### config.mk
export PLATFORM = sky130hd
export DESIGN_NAME = rlsc_top
export DESIGN_NICKNAME = d
export VERILOG_FILES = /design/src/hw/rlsc_pkg.sv /design/src/hw/rlsc_top.sv
export VERILOG_INCLUDE_DIRS = /design/src /design/src/hw
export SDC_FILE = /design/constraint.sdc
export NUM_CORES = 1
export LEC_CHECK = 0
export BUFFER_PORTS_ARGS = -buffer_cell sky130_fd_sc_hd__buf_4
export CORE_MARGIN = 5
export CORE_UTILIZATION = 52
export CTS_BUF_LIST = sky130_fd_sc_hd__clkbuf_8
export DETAILED_ROUTE_END_ITERATION = 10
export GPL_TIMING_DRIVEN = 0
export PLACE_DENSITY = 0.72
export SLEW_MARGIN = 10
export SYNTH_ARGS = -nofsm -noshare
export SYNTH_HDL_FRONTEND = slang
export SYNTH_SLANG_ARGS = --single-unit
### constraint.sdc
create_clock -name core_clk_in -period 3.6 [get_ports core_clk_in]
set_input_delay 0.54 -clock core_clk_in [delete_from_list [all_inputs] [get_ports core_clk_in]]
set_output_delay 0.54 -clock core_clk_in [all_outputs]
set_load 0.01 [all_outputs]
### src/hw/rlsc_regs.svh
/*
 Register indices, field positions, reset values and timing figures for the
 receive live-status and loop-code register group.
 Assumes nothing of its surroundings; included by bare name.
*/
`ifndef RLSC_REGS_SVH
`define RLSC_REGS_SVH

// register indices; the bus byte address is four times the index
`define RLSC_IDX_UP_LO     8'hac
`define RLSC_IDX_UP_HI     8'had
`define RLSC_IDX_DN_LO     8'hae
`define RLSC_IDX_DN_HI     8'haf
`define RLSC_IDX_ALARM     8'hb0
`define RLSC_IDX_CODE      8'hb2
`define RLSC_IDX_HDLC      8'hb4
`define RLSC_IDX_BYTES     8'hb5
`define RLSC_IDX_LEN       8'hb8
`define RLSC_IDX_MODE      8'hb9
`define RLSC_IDX_FIFOCTL   8'hba
`define RLSC_REG_RESET     8'h00

// alarm live status fields
`define RLSC_ALM_RAI       3
`define RLSC_ALM_AIS       2
`define RLSC_ALM_LOS       1
`define RLSC_ALM_LOF       0
// code / link live status fields
`define RLSC_CODE_RX_CLOCK_LOST     3
`define RLSC_CODE_SPARE    2
`define RLSC_CODE_DN       1
`define RLSC_CODE_UP       0
`define RLSC_CODE_V5       1
`define RLSC_CODE_DMA      0
// hdlc live status fields
`define RLSC_PS_LSB        4
`define RLSC_PS_W          3
`define RLSC_HDLC_HWM      1
`define RLSC_HDLC_NE       0
// bytes available fields
`define RLSC_MS_BIT        7
`define RLSC_CNT_W         7
// control fields
`define RLSC_LEN_UP_LSB    0
`define RLSC_LEN_DN_LSB    4
`define RLSC_LEN_W         4
`define RLSC_MODE_E1       0
`define RLSC_WM_W          6

// detector figures
`define RLSC_LOS_ZEROS     8'hc0
`define RLSC_AIS_ONES      8'hc0
`define RLSC_CHAN_TIME_NS  5180
`define RLSC_CLK_PERIOD_NS 10
`define RLSC_INTEG_BITS    4096

`define RLSC_RESP_OKAY     2'h0
`define RLSC_RESP_SLVERR   2'h2

`endif

### src/hw/rlsc_pkg.sv
/*
 Types shared by the receive live-status register group.
 Assumes the constants header supplies all numeric field positions.
*/
package rlsc_pkg;

   typedef enum logic [1:0] {
      RLSC_WR_IDLE = 2'b01,
      RLSC_WR_RESP = 2'b10
   } rlsc_wr_state_e;

   typedef enum logic [2:0] {
      RLSC_PKT_BUSY    = 3'h0,
      RLSC_PKT_GOOD    = 3'h1,
      RLSC_PKT_CRC_ERR = 3'h2,
      RLSC_PKT_ABORT   = 3'h3,
      RLSC_PKT_OVERRUN = 3'h4
   } rlsc_pkt_e;

   typedef logic [7:0] rlsc_byte_t;

endpackage : rlsc_pkg

### src/hw/rlsc_top.sv
/*
 Receive live-status and loop-code register group of one framer channel,
 with an AXI4-Lite register slave, loop-up/loop-down code detectors and the
 loss-of-signal, all-ones and receive-clock watchdogs.
 Assumes decoded line bits arrive with a one-cycle valid strobe, and that
 framer sync, remote alarm, spare code, V5 link, TS16 bit and HDLC FIFO
 figures come from neighbouring logic synchronous to core_clk_in.
*/
// Functional notes
// - first pattern register MSB is first bit
// - first register bits beyond length ignored
// - second registers ignored for lengths 1-8
// - first down-code write restarts integration
// - live status bits, never latched
// - alarm bit 3 follows remote alarm
// - alarm bit 2 on unframed all ones
// - alarm bit 1 after 192 zeros
// - alarm bit 0 while framer out of sync
// - code bit 3 on receive clock stall
// - T1 code bit 2 spare code received
// - T1 code bit 1 loop-down received
// - T1 code bit 0 loop-up received
// - E1 code bit 1 V5 link detected
// - E1 bit 0 on two multiframe alarms
// - packet state sampled at FIFO read
// - packet state uses five defined codes
// - hdlc bit 1 above FIFO watermark
// - hdlc bit 0 when FIFO not empty
// - message bit, one when empty
// - lower seven bits: message byte count
`timescale 1ns/1ps
`include "rlsc_regs.svh"

module rlsc_top
   import rlsc_pkg::*;
#(
   parameter int unsigned INTEG_BITS = `RLSC_INTEG_BITS
) (
   input  wire logic        core_clk_in,          // 100 MHz clock
   input  wire logic        rst_n_in,             // sync reset, active low
   input  wire logic        ce_in,                // clock enable
   input  wire logic [9:0]  s_axi_awaddr_in,      // write address
   input  wire logic        s_axi_awvalid_in,     // write address valid
   output logic             s_axi_awready_out,    // write address ready
   input  wire logic [31:0] s_axi_wdata_in,       // write data
   input  wire logic [3:0]  s_axi_wstrb_in,       // write strobes
   input  wire logic        s_axi_wvalid_in,      // write data valid
   output logic             s_axi_wready_out,     // write data ready
   output logic [1:0]       s_axi_bresp_out,      // write response
   output logic             s_axi_bvalid_out,     // write response valid
   input  wire logic        s_axi_bready_in,      // write response ready
   input  wire logic [9:0]  s_axi_araddr_in,      // read address
   input  wire logic        s_axi_arvalid_in,     // read address valid
   output logic             s_axi_arready_out,    // read address ready
   output logic [31:0]      s_axi_rdata_out,      // read data
   output logic [1:0]       s_axi_rresp_out,      // read response
   output logic             s_axi_rvalid_out,     // read data valid
   input  wire logic        s_axi_rready_in,      // read data ready
   input  wire logic        line_bit_in,          // decoded line bit
   input  wire logic        line_bit_valid_in,    // line bit strobe
   input  wire logic        rx_clk_level_in,      // sampled receive clock
   input  wire logic        rx_in_sync_in,        // framer synchronized
   input  wire logic        rx_remote_alarm_in,   // remote alarm seen
   input  wire logic        spare_code_in,        // spare code seen
   input  wire logic        v5_link_in,           // V5 link id seen
   input  wire logic        mf_ts16_bit6_in,      // TS16 frame 0 bit 6
   input  wire logic        mf_ts16_valid_in,     // one per multiframe
   input  wire logic [6:0]  fifo_level_in,        // rx FIFO bytes held
   input  wire logic        fifo_read_in,         // rx FIFO read strobe
   input  wire logic [2:0]  packet_state_in,      // hdlc packet state
   input  wire logic [6:0]  packet_byte_count_in, // message bytes ready
   input  wire logic        msg_end_in            // counted bytes end msg
);

   localparam int RX_CLOCK_LOST_CYC = (`RLSC_CHAN_TIME_NS + `RLSC_CLK_PERIOD_NS - 1)
                             / `RLSC_CLK_PERIOD_NS;
   localparam int LW       = $clog2(RX_CLOCK_LOST_CYC + 1);
   localparam int IW       = $clog2(INTEG_BITS + 1);

   rlsc_byte_t         up_lo_ff, up_hi_ff, dn_lo_ff, dn_hi_ff;
   rlsc_byte_t         len_ff, mode_ff, fifoctl_ff;
   rlsc_byte_t         alarm_ff, code_ff, hdlc_ff, bytes_ff;
   rlsc_byte_t         nxt_alarm, nxt_code, nxt_hdlc, nxt_bytes;
   rlsc_wr_state_e     wr_state_ff;
   logic               aw_have_ff, w_have_ff, w_strb_ff;
   logic [7:0]         aw_idx_ff, w_data_ff;
   logic [1:0]         bresp_ff, rresp_ff;
   logic               rvalid_ff;
   rlsc_byte_t         rdata_ff, rd_byte;
   logic               rd_hit, wr_hit, wr_fire, wr_en;
   logic [1:0]         restart;
   logic [15:0]        hist_ff, hist_nxt;
   logic [1:0]         locked_ff, det_ff;
   logic [IW-1:0]      integ_ff [2];
   logic [7:0]         zero_run_ff, one_run_ff;
   logic               clk_prev_ff;
   logic [LW-1:0]      idle_ff;
   logic [1:0]         mf_hist_ff;
   rlsc_pkt_e          pkt_ff;
   logic               e1_mode;

   assign e1_mode  = mode_ff[`RLSC_MODE_E1];
   assign hist_nxt = {hist_ff[14:0], line_bit_in};

   // bus handshakes stall while the clock enable is low
   assign s_axi_awready_out = ce_in && !aw_have_ff && wr_state_ff == RLSC_WR_IDLE;
   assign s_axi_wready_out  = ce_in && !w_have_ff && wr_state_ff == RLSC_WR_IDLE;
   assign s_axi_bvalid_out  = wr_state_ff == RLSC_WR_RESP;
   assign s_axi_bresp_out   = bresp_ff;
   assign s_axi_arready_out = ce_in && !rvalid_ff;
   assign s_axi_rvalid_out  = rvalid_ff;
   assign s_axi_rresp_out   = rresp_ff;
   assign s_axi_rdata_out   = {24'h000000, rdata_ff};

   assign wr_fire = aw_have_ff && w_have_ff && wr_state_ff == RLSC_WR_IDLE;
   assign wr_en   = wr_fire && wr_hit && w_strb_ff;
   assign restart[0] = wr_en && aw_idx_ff == `RLSC_IDX_UP_LO;
   assign restart[1] = wr_en && aw_idx_ff == `RLSC_IDX_DN_LO;

   always_comb begin
      case (aw_idx_ff)
         `RLSC_IDX_UP_LO, `RLSC_IDX_UP_HI, `RLSC_IDX_DN_LO, `RLSC_IDX_DN_HI,
         `RLSC_IDX_LEN, `RLSC_IDX_MODE, `RLSC_IDX_FIFOCTL: wr_hit = 1'b1;
         default: wr_hit = 1'b0;
      endcase
   end

   // address and data may arrive in either order
   always_ff @(posedge core_clk_in) begin
      if (!rst_n_in) begin
         aw_have_ff  <= 1'b0;
         w_have_ff   <= 1'b0;
         aw_idx_ff   <= `RLSC_REG_RESET;
         w_data_ff   <= `RLSC_REG_RESET;
         w_strb_ff   <= 1'b0;
         wr_state_ff <= RLSC_WR_IDLE;
         bresp_ff    <= `RLSC_RESP_OKAY;
      end else if (ce_in) begin
         if (s_axi_awvalid_in && s_axi_awready_out) begin
            aw_have_ff <= 1'b1;
            aw_idx_ff  <= s_axi_awaddr_in[9:2];
         end
         if (s_axi_wvalid_in && s_axi_wready_out) begin
            w_have_ff <= 1'b1;
            w_data_ff <= s_axi_wdata_in[7:0];
            w_strb_ff <= s_axi_wstrb_in[0];
         end
         case (wr_state_ff)
            RLSC_WR_IDLE: begin
               if (wr_fire) begin
                  aw_have_ff  <= 1'b0;
                  w_have_ff   <= 1'b0;
                  bresp_ff    <= wr_hit ? `RLSC_RESP_OKAY : `RLSC_RESP_SLVERR;
                  wr_state_ff <= RLSC_WR_RESP;
               end
            end
            RLSC_WR_RESP: begin
               if (s_axi_bready_in) begin
                  wr_state_ff <= RLSC_WR_IDLE;
               end
            end
            default: wr_state_ff <= RLSC_WR_IDLE;
         endcase
      end
   end

   always_ff @(posedge core_clk_in) begin
      if (!rst_n_in) begin
         up_lo_ff   <= `RLSC_REG_RESET;
         up_hi_ff   <= `RLSC_REG_RESET;
         dn_lo_ff   <= `RLSC_REG_RESET;
         dn_hi_ff   <= `RLSC_REG_RESET;
         len_ff     <= `RLSC_REG_RESET;
         mode_ff    <= `RLSC_REG_RESET;
         fifoctl_ff <= `RLSC_REG_RESET;
      end else if (ce_in && wr_en) begin
         case (aw_idx_ff)
            `RLSC_IDX_UP_LO:   up_lo_ff   <= w_data_ff;
            `RLSC_IDX_UP_HI:   up_hi_ff   <= w_data_ff;
            `RLSC_IDX_DN_LO:   dn_lo_ff   <= w_data_ff;
            `RLSC_IDX_DN_HI:   dn_hi_ff   <= w_data_ff;
            `RLSC_IDX_LEN:     len_ff     <= w_data_ff;
            `RLSC_IDX_MODE:    mode_ff    <= w_data_ff;
            `RLSC_IDX_FIFOCTL: fifoctl_ff <= w_data_ff;
            default:           mode_ff    <= mode_ff;
         endcase
      end
   end

   always_comb begin
      rd_byte = `RLSC_REG_RESET;
      rd_hit  = 1'b1;
      case (s_axi_araddr_in[9:2])
         `RLSC_IDX_UP_LO:   rd_byte = up_lo_ff;
         `RLSC_IDX_UP_HI:   rd_byte = up_hi_ff;
         `RLSC_IDX_DN_LO:   rd_byte = dn_lo_ff;
         `RLSC_IDX_DN_HI:   rd_byte = dn_hi_ff;
         `RLSC_IDX_ALARM:   rd_byte = alarm_ff;
         `RLSC_IDX_CODE:    rd_byte = code_ff;
         `RLSC_IDX_HDLC:    rd_byte = hdlc_ff;
         `RLSC_IDX_BYTES:   rd_byte = bytes_ff;
         `RLSC_IDX_LEN:     rd_byte = len_ff;
         `RLSC_IDX_MODE:    rd_byte = mode_ff;
         `RLSC_IDX_FIFOCTL: rd_byte = fifoctl_ff;
         default:           rd_hit  = 1'b0;
      endcase
   end

   always_ff @(posedge core_clk_in) begin
      if (!rst_n_in) begin
         rvalid_ff <= 1'b0;
         rdata_ff  <= `RLSC_REG_RESET;
         rresp_ff  <= `RLSC_RESP_OKAY;
      end else if (ce_in) begin
         if (s_axi_arvalid_in && s_axi_arready_out) begin
            rvalid_ff <= 1'b1;
            rdata_ff  <= rd_byte;
            rresp_ff  <= rd_hit ? `RLSC_RESP_OKAY : `RLSC_RESP_SLVERR;
         end else if (s_axi_rready_in) begin
            rvalid_ff <= 1'b0;
         end
      end
   end

   // one shared bit history feeds both code detectors
   always_ff @(posedge core_clk_in) begin
      if (!rst_n_in) begin
         hist_ff <= 16'h0000;
      end else if (ce_in && line_bit_valid_in) begin
         hist_ff <= hist_nxt;
      end
   end

   for (genvar g = 0; g < 2; g++) begin : g_det
      logic [15:0] pat;
      logic [3:0]  len_m1;
      logic [4:0]  n;
      logic [15:0] mask;
      logic        match, period_ok;
      // first register MSB leads the pattern
      assign pat    = (g == 0) ? {up_lo_ff, up_hi_ff} : {dn_lo_ff, dn_hi_ff};
      assign len_m1 = (g == 0) ? len_ff[`RLSC_LEN_UP_LSB +: `RLSC_LEN_W]
                               : len_ff[`RLSC_LEN_DN_LSB +: `RLSC_LEN_W];
      assign n      = {1'b0, len_m1} + 5'h01;
      assign mask   = ~(16'hffff >> n);
      assign match  = ((hist_nxt << (5'h10 - n)) & mask) == (pat & mask);
      assign period_ok = hist_nxt[0] == hist_ff[len_m1];

      always_ff @(posedge core_clk_in) begin
         if (!rst_n_in) begin
            locked_ff[g] <= 1'b0;
            integ_ff[g]  <= '0;
            det_ff[g]    <= 1'b0;
         end else if (ce_in) begin
            if (restart[g] || e1_mode) begin
               locked_ff[g] <= 1'b0;
               integ_ff[g]  <= '0;
               det_ff[g]    <= 1'b0;
            end else if (line_bit_valid_in) begin
               if (locked_ff[g] && period_ok) begin
                  if (integ_ff[g] != IW'(INTEG_BITS)) begin
                     integ_ff[g] <= integ_ff[g] + 1'b1;
                  end
                  det_ff[g] <= det_ff[g] || integ_ff[g] >= IW'(INTEG_BITS - 1);
               end else begin
                  locked_ff[g] <= match;
                  integ_ff[g]  <= '0;
                  det_ff[g]    <= 1'b0;
               end
            end
         end
      end
   end

   // zero run after the line decoder, one run for all-ones
   always_ff @(posedge core_clk_in) begin
      if (!rst_n_in) begin
         zero_run_ff <= 8'h00;
         one_run_ff  <= 8'h00;
      end else if (ce_in && line_bit_valid_in) begin
         if (line_bit_in) begin
            zero_run_ff <= 8'h00;
            if (one_run_ff != `RLSC_AIS_ONES) one_run_ff <= one_run_ff + 8'h01;
         end else begin
            one_run_ff <= 8'h00;
            if (zero_run_ff != `RLSC_LOS_ZEROS) zero_run_ff <= zero_run_ff + 8'h01;
         end
      end
   end

   // receive clock watchdog; the input is taken as already synchronous
   always_ff @(posedge core_clk_in) begin
      if (!rst_n_in) begin
         clk_prev_ff <= 1'b0;
         idle_ff     <= '0;
      end else if (ce_in) begin
         clk_prev_ff <= rx_clk_level_in;
         if (rx_clk_level_in != clk_prev_ff) begin
            idle_ff <= '0;
         end else if (idle_ff != LW'(RX_CLOCK_LOST_CYC)) begin
            idle_ff <= idle_ff + 1'b1;
         end
      end
   end

   always_ff @(posedge core_clk_in) begin
      if (!rst_n_in) begin
         mf_hist_ff <= 2'h0;
      end else if (ce_in && mf_ts16_valid_in) begin
         mf_hist_ff <= {mf_hist_ff[0], mf_ts16_bit6_in};
      end
   end

   // sample at FIFO read, reject undefined codes
   always_ff @(posedge core_clk_in) begin
      if (!rst_n_in) begin
         pkt_ff <= RLSC_PKT_BUSY;
      end else if (ce_in && fifo_read_in && packet_state_in <= RLSC_PKT_OVERRUN) begin
         pkt_ff <= rlsc_pkt_e'(packet_state_in);
      end
   end

   always_comb begin
      nxt_alarm = `RLSC_REG_RESET;
      nxt_code  = `RLSC_REG_RESET;
      nxt_hdlc  = `RLSC_REG_RESET;
      nxt_bytes = `RLSC_REG_RESET;
      nxt_alarm[`RLSC_ALM_RAI] = rx_remote_alarm_in;
      nxt_alarm[`RLSC_ALM_AIS] = one_run_ff == `RLSC_AIS_ONES && !rx_in_sync_in;
      nxt_alarm[`RLSC_ALM_LOS] = zero_run_ff == `RLSC_LOS_ZEROS;
      nxt_alarm[`RLSC_ALM_LOF] = !rx_in_sync_in;
      nxt_code[`RLSC_CODE_RX_CLOCK_LOST] = idle_ff == LW'(RX_CLOCK_LOST_CYC);
      if (e1_mode) begin
         nxt_code[`RLSC_CODE_V5]  = v5_link_in;
         nxt_code[`RLSC_CODE_DMA] = &mf_hist_ff;
      end else begin
         nxt_code[`RLSC_CODE_SPARE] = spare_code_in;
         nxt_code[`RLSC_CODE_DN]    = det_ff[1];
         nxt_code[`RLSC_CODE_UP]    = det_ff[0];
      end
      nxt_hdlc[`RLSC_PS_LSB +: `RLSC_PS_W] = pkt_ff;
      nxt_hdlc[`RLSC_HDLC_HWM] = fifo_level_in > {1'b0, fifoctl_ff[`RLSC_WM_W-1:0]};
      nxt_hdlc[`RLSC_HDLC_NE]  = fifo_level_in != 7'h00;
      nxt_bytes[`RLSC_MS_BIT] = fifo_level_in == 7'h00 || !msg_end_in;
      nxt_bytes[`RLSC_CNT_W-1:0] = packet_byte_count_in;
   end

   // live status refreshed every enabled cycle
   always_ff @(posedge core_clk_in) begin
      if (!rst_n_in) begin
         alarm_ff <= `RLSC_REG_RESET;
         code_ff  <= `RLSC_REG_RESET;
         hdlc_ff  <= `RLSC_REG_RESET;
         bytes_ff <= `RLSC_REG_RESET;
      end else if (ce_in) begin
         alarm_ff <= nxt_alarm;
         code_ff  <= nxt_code;
         hdlc_ff  <= nxt_hdlc;
         bytes_ff <= nxt_bytes;
      end
   end

   los_after_zeros_a: assert property (@(posedge core_clk_in) disable iff (!rst_n_in)
      (ce_in && line_bit_valid_in && !line_bit_in && zero_run_ff == 8'hbf) ##1 ce_in
      |=> alarm_ff[`RLSC_ALM_LOS])
      else $error("signal lost bit missing after zero run");
   lof_live_a: assert property (@(posedge core_clk_in) disable iff (!rst_n_in)
      ce_in |=> alarm_ff[`RLSC_ALM_LOF] == !$past(rx_in_sync_in))
      else $error("frame lost bit does not follow sync");
   rai_live_a: assert property (@(posedge core_clk_in) disable iff (!rst_n_in)
      (ce_in && !rx_remote_alarm_in) |=> !alarm_ff[`RLSC_ALM_RAI])
      else $error("remote alarm bit held after condition ended");
   restart_clears_a: assert property (@(posedge core_clk_in) disable iff (!rst_n_in)
      (ce_in && restart[1]) |=> (!det_ff[1] && integ_ff[1] == '0))
      else $error("down code write did not restart integration");
   pkt_hold_a: assert property (@(posedge core_clk_in) disable iff (!rst_n_in)
      (ce_in && !fifo_read_in) |=> $stable(pkt_ff))
      else $error("packet state changed without fifo read");
   pkt_legal_a: assert property (@(posedge core_clk_in) disable iff (!rst_n_in)
      hdlc_ff[`RLSC_PS_LSB +: `RLSC_PS_W] <= RLSC_PKT_OVERRUN)
      else $error("undefined packet state shown");
   fifo_nonempty_a: assert property (@(posedge core_clk_in) disable iff (!rst_n_in)
      ce_in |=> hdlc_ff[`RLSC_HDLC_NE] == ($past(fifo_level_in) != 7'h00))
      else $error("not empty bit wrong");
   msg_empty_a: assert property (@(posedge core_clk_in) disable iff (!rst_n_in)
      (ce_in && fifo_level_in == 7'h00) |=> bytes_ff[`RLSC_MS_BIT])
      else $error("message bit not one on empty fifo");
   clock_stall_a: assert property (@(posedge core_clk_in) disable iff (!rst_n_in)
      (ce_in && rx_clk_level_in != clk_prev_ff) ##1 ce_in |=> !code_ff[`RLSC_CODE_RX_CLOCK_LOST])
      else $error("clock lost shown after transition");
   dma_two_mf_a: assert property (@(posedge core_clk_in) disable iff (!rst_n_in)
      (ce_in && e1_mode && !mf_hist_ff[0]) |=> !code_ff[`RLSC_CODE_DMA])
      else $error("distant multiframe alarm without two set bits");

endmodule : rlsc_top

After elaboration in Yosys (flattened, before gate mapping)

Memory sizes are Yosys's and may differ from the RTL's.
Cells that the tools add are included.

Add/subtract/negate cells: 9
Order comparisons: 6
Equality and inequality tests: 38
Shift-type cells: 4
Mux-type cells: 81
Bitwise operators: 12
Reduce and logical (&&, ||, !) cells: 62

Operators by type and width:

| kind                    | count |
|---|---|
| $eq A8 B8 Y1 const B    | 20 |
| $pmux W8 S11            | 1 |
| $mux W13                | 6 |
| $and A16 B16 Y16        | 4 |
| $mux W1                 | 60 |
| $reduce_and A2 Y1       | 17 |
| $eq A16 B16 Y1          | 2 |
| $mux W8                 | 4 |
| $not A16 Y16            | 2 |
| $shl A16 B5 Y16         | 2 |
| $shr A16 B5 Y16 const A | 2 |
| $add A13 B1 Y13 const B | 2 |
| $ge A13 B12 Y1 const B  | 2 |
| $ne A13 B13 Y1 const B  | 2 |
| $logic_and A1 B1 Y1     | 22 |
| $mux W10                | 2 |
| $add A8 B1 Y8 const B   | 2 |
| $ne A8 B8 Y1 const B    | 2 |
| $reduce_and A3 Y1       | 4 |
| $reduce_or A11 Y1       | 1 |
| $add A10 B1 Y10 const B | 1 |
| $add A4 B1 Y5 const B   | 2 |
| $eq A10 B10 Y1 const B  | 1 |
| $lt A4 B5 Y1 const B    | 2 |
| other kinds (20)        | 47 |

Register bits after elaboration: 163
Memory bits (writable): 26
Input bits: 92
Output and inout port bits: 41
Logic and storage cells: 245
Memories kept: 1

Memories:

| memory   | depth | bits a word | read ports | clocked after memory_dff | wr ports | line           | text |
|---|---|---|---|---|---|---|---|
| integ_ff | 2     | 13          | 2          | 0                        | 2        | rlsc_top.sv:94 | `logic [IW-1:0] integ_ff [2];` |

Longest topological paths before layout

Depth after elaboration: 14
Gate-level depth with buffers: 10
Mapped depth without buffers: 8

Worst setup path before layout

No wires, ideal clock.

Path kind: reg-to-reg
Start: register len_ff[1]
End: memory integ_ff[0][0] in the netlist's numbering, enable pin
Library setup time: 356 ps
Arrival time: 2662 ps
Data required time: 3244 ps
Setup slack: 582 ps
Stages on the path, launching flop included: 10
Path buffers: 3
Clock period less this slack: 3018 ps
Path through: dfxtp_1 -> buf_6 -> mux4_2 -> mux4_2 -> xnor2_1 -> nand2_1 -> or3_1 -> buf_6 -> buf_12 -> nand2_1

RTL lines:

| element                  | line            | text |
|---|---|---|
| start: declaration       | rlsc_top.sv:81  | `rlsc_byte_t len_ff, mode_ff, fifoctl_ff;` |
| start signal: assignment | rlsc_top.sv:173 | `` len_ff <= `RLSC_REG_RESET; `` |
| start signal: assignment | rlsc_top.sv:182 | `` `RLSC_IDX_LEN: len_ff <= w_data_ff; `` |
| end: declaration         | rlsc_top.sv:94  |  |

==> metrics <==
switching part of the total power 0.284; setup TNS 0 ps; endpoints failing hold 0; Internal Pwr Total 2.95 mW; ys async rst share 0; pre-CTS WS 114 ps; Max Freq 0.299 GHz; final net count 1486; Mapped Area 11400 um^2; number of stages on the worst setup path 8; max incr delay on CP 580 ps; register area share after synthesis 0.353; antenna viol nets, final 0; Fillers 1910; count leader, synth nand2_1; Synth area leaders dfxtp_1, mux2i_1, mux4_2; worst vdd ir 0.254 mV; # hold bufs at CTS 0; maxcap violations 0; crit end category flop; critical path's slowest cell or3b_2; RSZ-0062 raised after global routing false; setup bufs post-CTS 0; vias in the first global route 9432; flop-to-flop setup slack 250 ps; CP startpoint kind flop; worst r2r dst integ_ff[0][9]$_SDFFCE_PP0P_; Syn Area/Cell 9.00 um^2; switching pwr 1.17 mW; Initial DRT Pass Iterations 5; EDFF count, synth 26; critical path peak fanout 13; Synthesis Warnings 0; Total Power 4.12 mW; Gate power share 0.108; outcome complete, no violations; CP Launch Point aw_idx_ff[6]$_SDFFE_PN0P_; via/cell ratio 5.91; #FFs+latches synth 187; GRT overflow 0; port buffer count 71; vias 9869; top cells by instance count after synthesis nand2_1, dfxtp_1, mux2i_1; Die Y 158 um; Die Wd 158 um; Clk Latency, worst-skew pair 490 ps; first-pass GRT wire length 50.5 mm; CP required 3750 ps; Die ar. 24900 um^2; crit-path cells nand4b_1 > or3b_2 > nor4_1 > clkbuf_1 > o21ai_0 > a21bo_2 > nor2b_1 > nand2_2; Final period util 0.929; final setup violating endpoints 0; CP arrival 3500 ps; P_leak 4.48 nW; final clock skew 18.5 ps; post-detail-place hpwl 23.9 mm; Clock Path Buffers 2; Reg2Reg Depth 8; H-tree Lvls 4; clk sinks 187; kind of critical path reg -> reg; Post-route DRC 0; critical path's top delay family simple AND/OR/NAND/NOR gates; worst min path class in -> reg; share of cells above drive strength 1 0.147; worst slew pin tran 1100 ps; reg-to-reg startpoint aw_idx_ff[6]$_SDFFE_PN0P_; final worst slack 255 ps; CTS tree built; drt first-iter violations 1072; share of power burned in registers 0.537; Initial Util 0.524; total CTS buffers 17; I/O pins 133; Power Density 323 nW/um^2; share of the synthesized area in the top cell type 0.284; Yosys cell types 65; WL final 32.0 mm; worst setup path endpoint integ_ff[0][9]$_SDFFCE_PP0P_; Clk network pwr share 0.354; core box area 21700 um^2; worst path bufs/invs 1; largest net degree at the start of global routing 20; Placer Congestion 0.926; P&R area growth vs syn 12.4%; Yosys top cell by area dfxtp_1; Max-slew headroom 0.259; initial antenna violation count 1; post_cts resized 0; post-synthesis cell count 1262; Tmin final 3350 ps; Inserted Diodes 0; GRT Total Usage 0.259; Routed WL per cell 19.2 um; Worst-path clk slew 110 ps; fin. max-slew vios 0; Rows 54; Root Buffer clkbuf_8; Main synth FF type dfxtp_1
==> metal layers <==
layer	global-route usage	routed length [um]	up-vias
li1	-	-	4624
met1	0.358	13700	4715
met2	0.401	14600	446
met3	0.0615	2850	82
met4	0.0856	931	2
met5	0	7	-
==> worst register-to-register path: stages (launching register included) <==
cell,delay (ps)
dfxtp_1,320
nand4b_1,270
or3b_2,580
nor4_1,550
clkbuf_1,460
o21ai_0,200
a21bo_2,260
nor2b_1,90
nand2_2,290
==> state kept, by name, indices dropped and copies added (netlist names), 8 cells and up <==
name,cells
aw_idx_ff,8
bytes_ff,8
dn_hi_ff,8
dn_lo_ff,8
fifoctl_ff,8
hist_ff,16
idle_ff,10
integ_ff,26
len_ff,8
mode_ff,8
one_run_ff,8
rdata_ff,8
up_hi_ff,8
up_lo_ff,8
w_data_ff,8
zero_run_ff,8
==> how the worst min path moves through the flow <==
| stage | start | endpoint | slack [ps] | depth (start not counted) |
|---|---|---|---|---|
| global placement | aw_idx_ff[6]$_SDFFE_PN0P_ | aw_idx_ff[6]$_SDFFE_PN0P_ | 450 | 2 |
| global route | msg_end_in | bytes_ff[7]$_SDFFE_PN0P_ | 240 | 2 |
| finish | msg_end_in | bytes_ff[7]$_SDFFE_PN0P_ | 260 | 2 |
| detailed placement | det_ff[0]$_SDFFE_PN0P_ | det_ff[0]$_SDFFE_PN0P_ | 460 | 1 |
| floorplan | aw_idx_ff[6]$_SDFFE_PN0P_ | aw_idx_ff[6]$_SDFFE_PN0P_ | 440 | 2 |
| CTS | msg_end_in | bytes_ff[7]$_SDFFE_PN0P_ | 250 | 2 |
==> power groups by stage <==
| stage | sequential, mW | combinational [mW] | clock [mW] |
|---|---|---|---|
| finish | 2.21 | 0.446 | 1.46 |
| global route | 2.22 | 0.486 | 1.57 |
| CTS | 2.21 | 0.441 | 1.48 |
| detailed placement | 2.26 | 0.439 | 0 |
| global placement | 2.26 | 0.434 | 0 |
| floorplan | 2.25 | 0.278 | 0 |
==> cell families after synthesis <==
kind of cell               share of synthesized area
xor gates and xnor gates                      0.0702
buffers and inverters                         0.0605
DFF                                            0.353
other                                       0.000330
muxes                                          0.163
and+or+nand+nor                                0.210
adders and majority gates                     0.0176
AOI/OAI and AO/OA                              0.126
==> cell usage in the layout (no fill, tap or decap), types with 16 or more instances in the layout <==
cell / count
clkbuf_1: 74
xnor2_1: 52
edfxtp_1: 26
nand3_1: 55
ha_1: 16
conb_1: 26
o21ai_0: 42
buf_4: 98
a21oi_1: 28
xor2_1: 39
nor2b_1: 56
inv_1: 26
dfxtp_1: 161
nand2_1: 181
nor3_1: 16
nor2_1: 71
clkbuf_8: 17
mux2i_1: 87
mux4_2: 36
a21boi_0: 72
==> final cells by class <==
class | instances | area [um^2] | share of cell area
plain buffers | 120 | 591 | 0.0463
clock buffers | 17 | 234 | 0.0183
clock inverters | 15 | 176 | 0.0138
inverters | 26 | 97.6 | 0.00764
multi-input cells | 954 | 6770 | 0.531
flip-flops and latches | 187 | 4000 | 0.314
well taps | 280 | 350 | 0.0274
repair buffers | 72 | 541 | 0.0423
==> stage by stage <==
| stage | instances | area [um^2] | hold WS (ps) | util |
|---|---|---|---|---|
| 2_1_floorplan | 1287 | 11500 | 438 | - |
| 3_3_place_gp | 1638 | 12300 | 450 | 0.569 |
| 3_5_place_dp | 1639 | 12300 | 459 | 0.569 |
| 4_1_cts | 1671 | 12800 | 250 | 0.588 |
| 5_1_grt | 1671 | 12800 | 244 | 0.589 |
| 6_report | 1671 | 12800 | 260 | 0.589 |
Note: power is estimated with default switching activity, not from simulation.
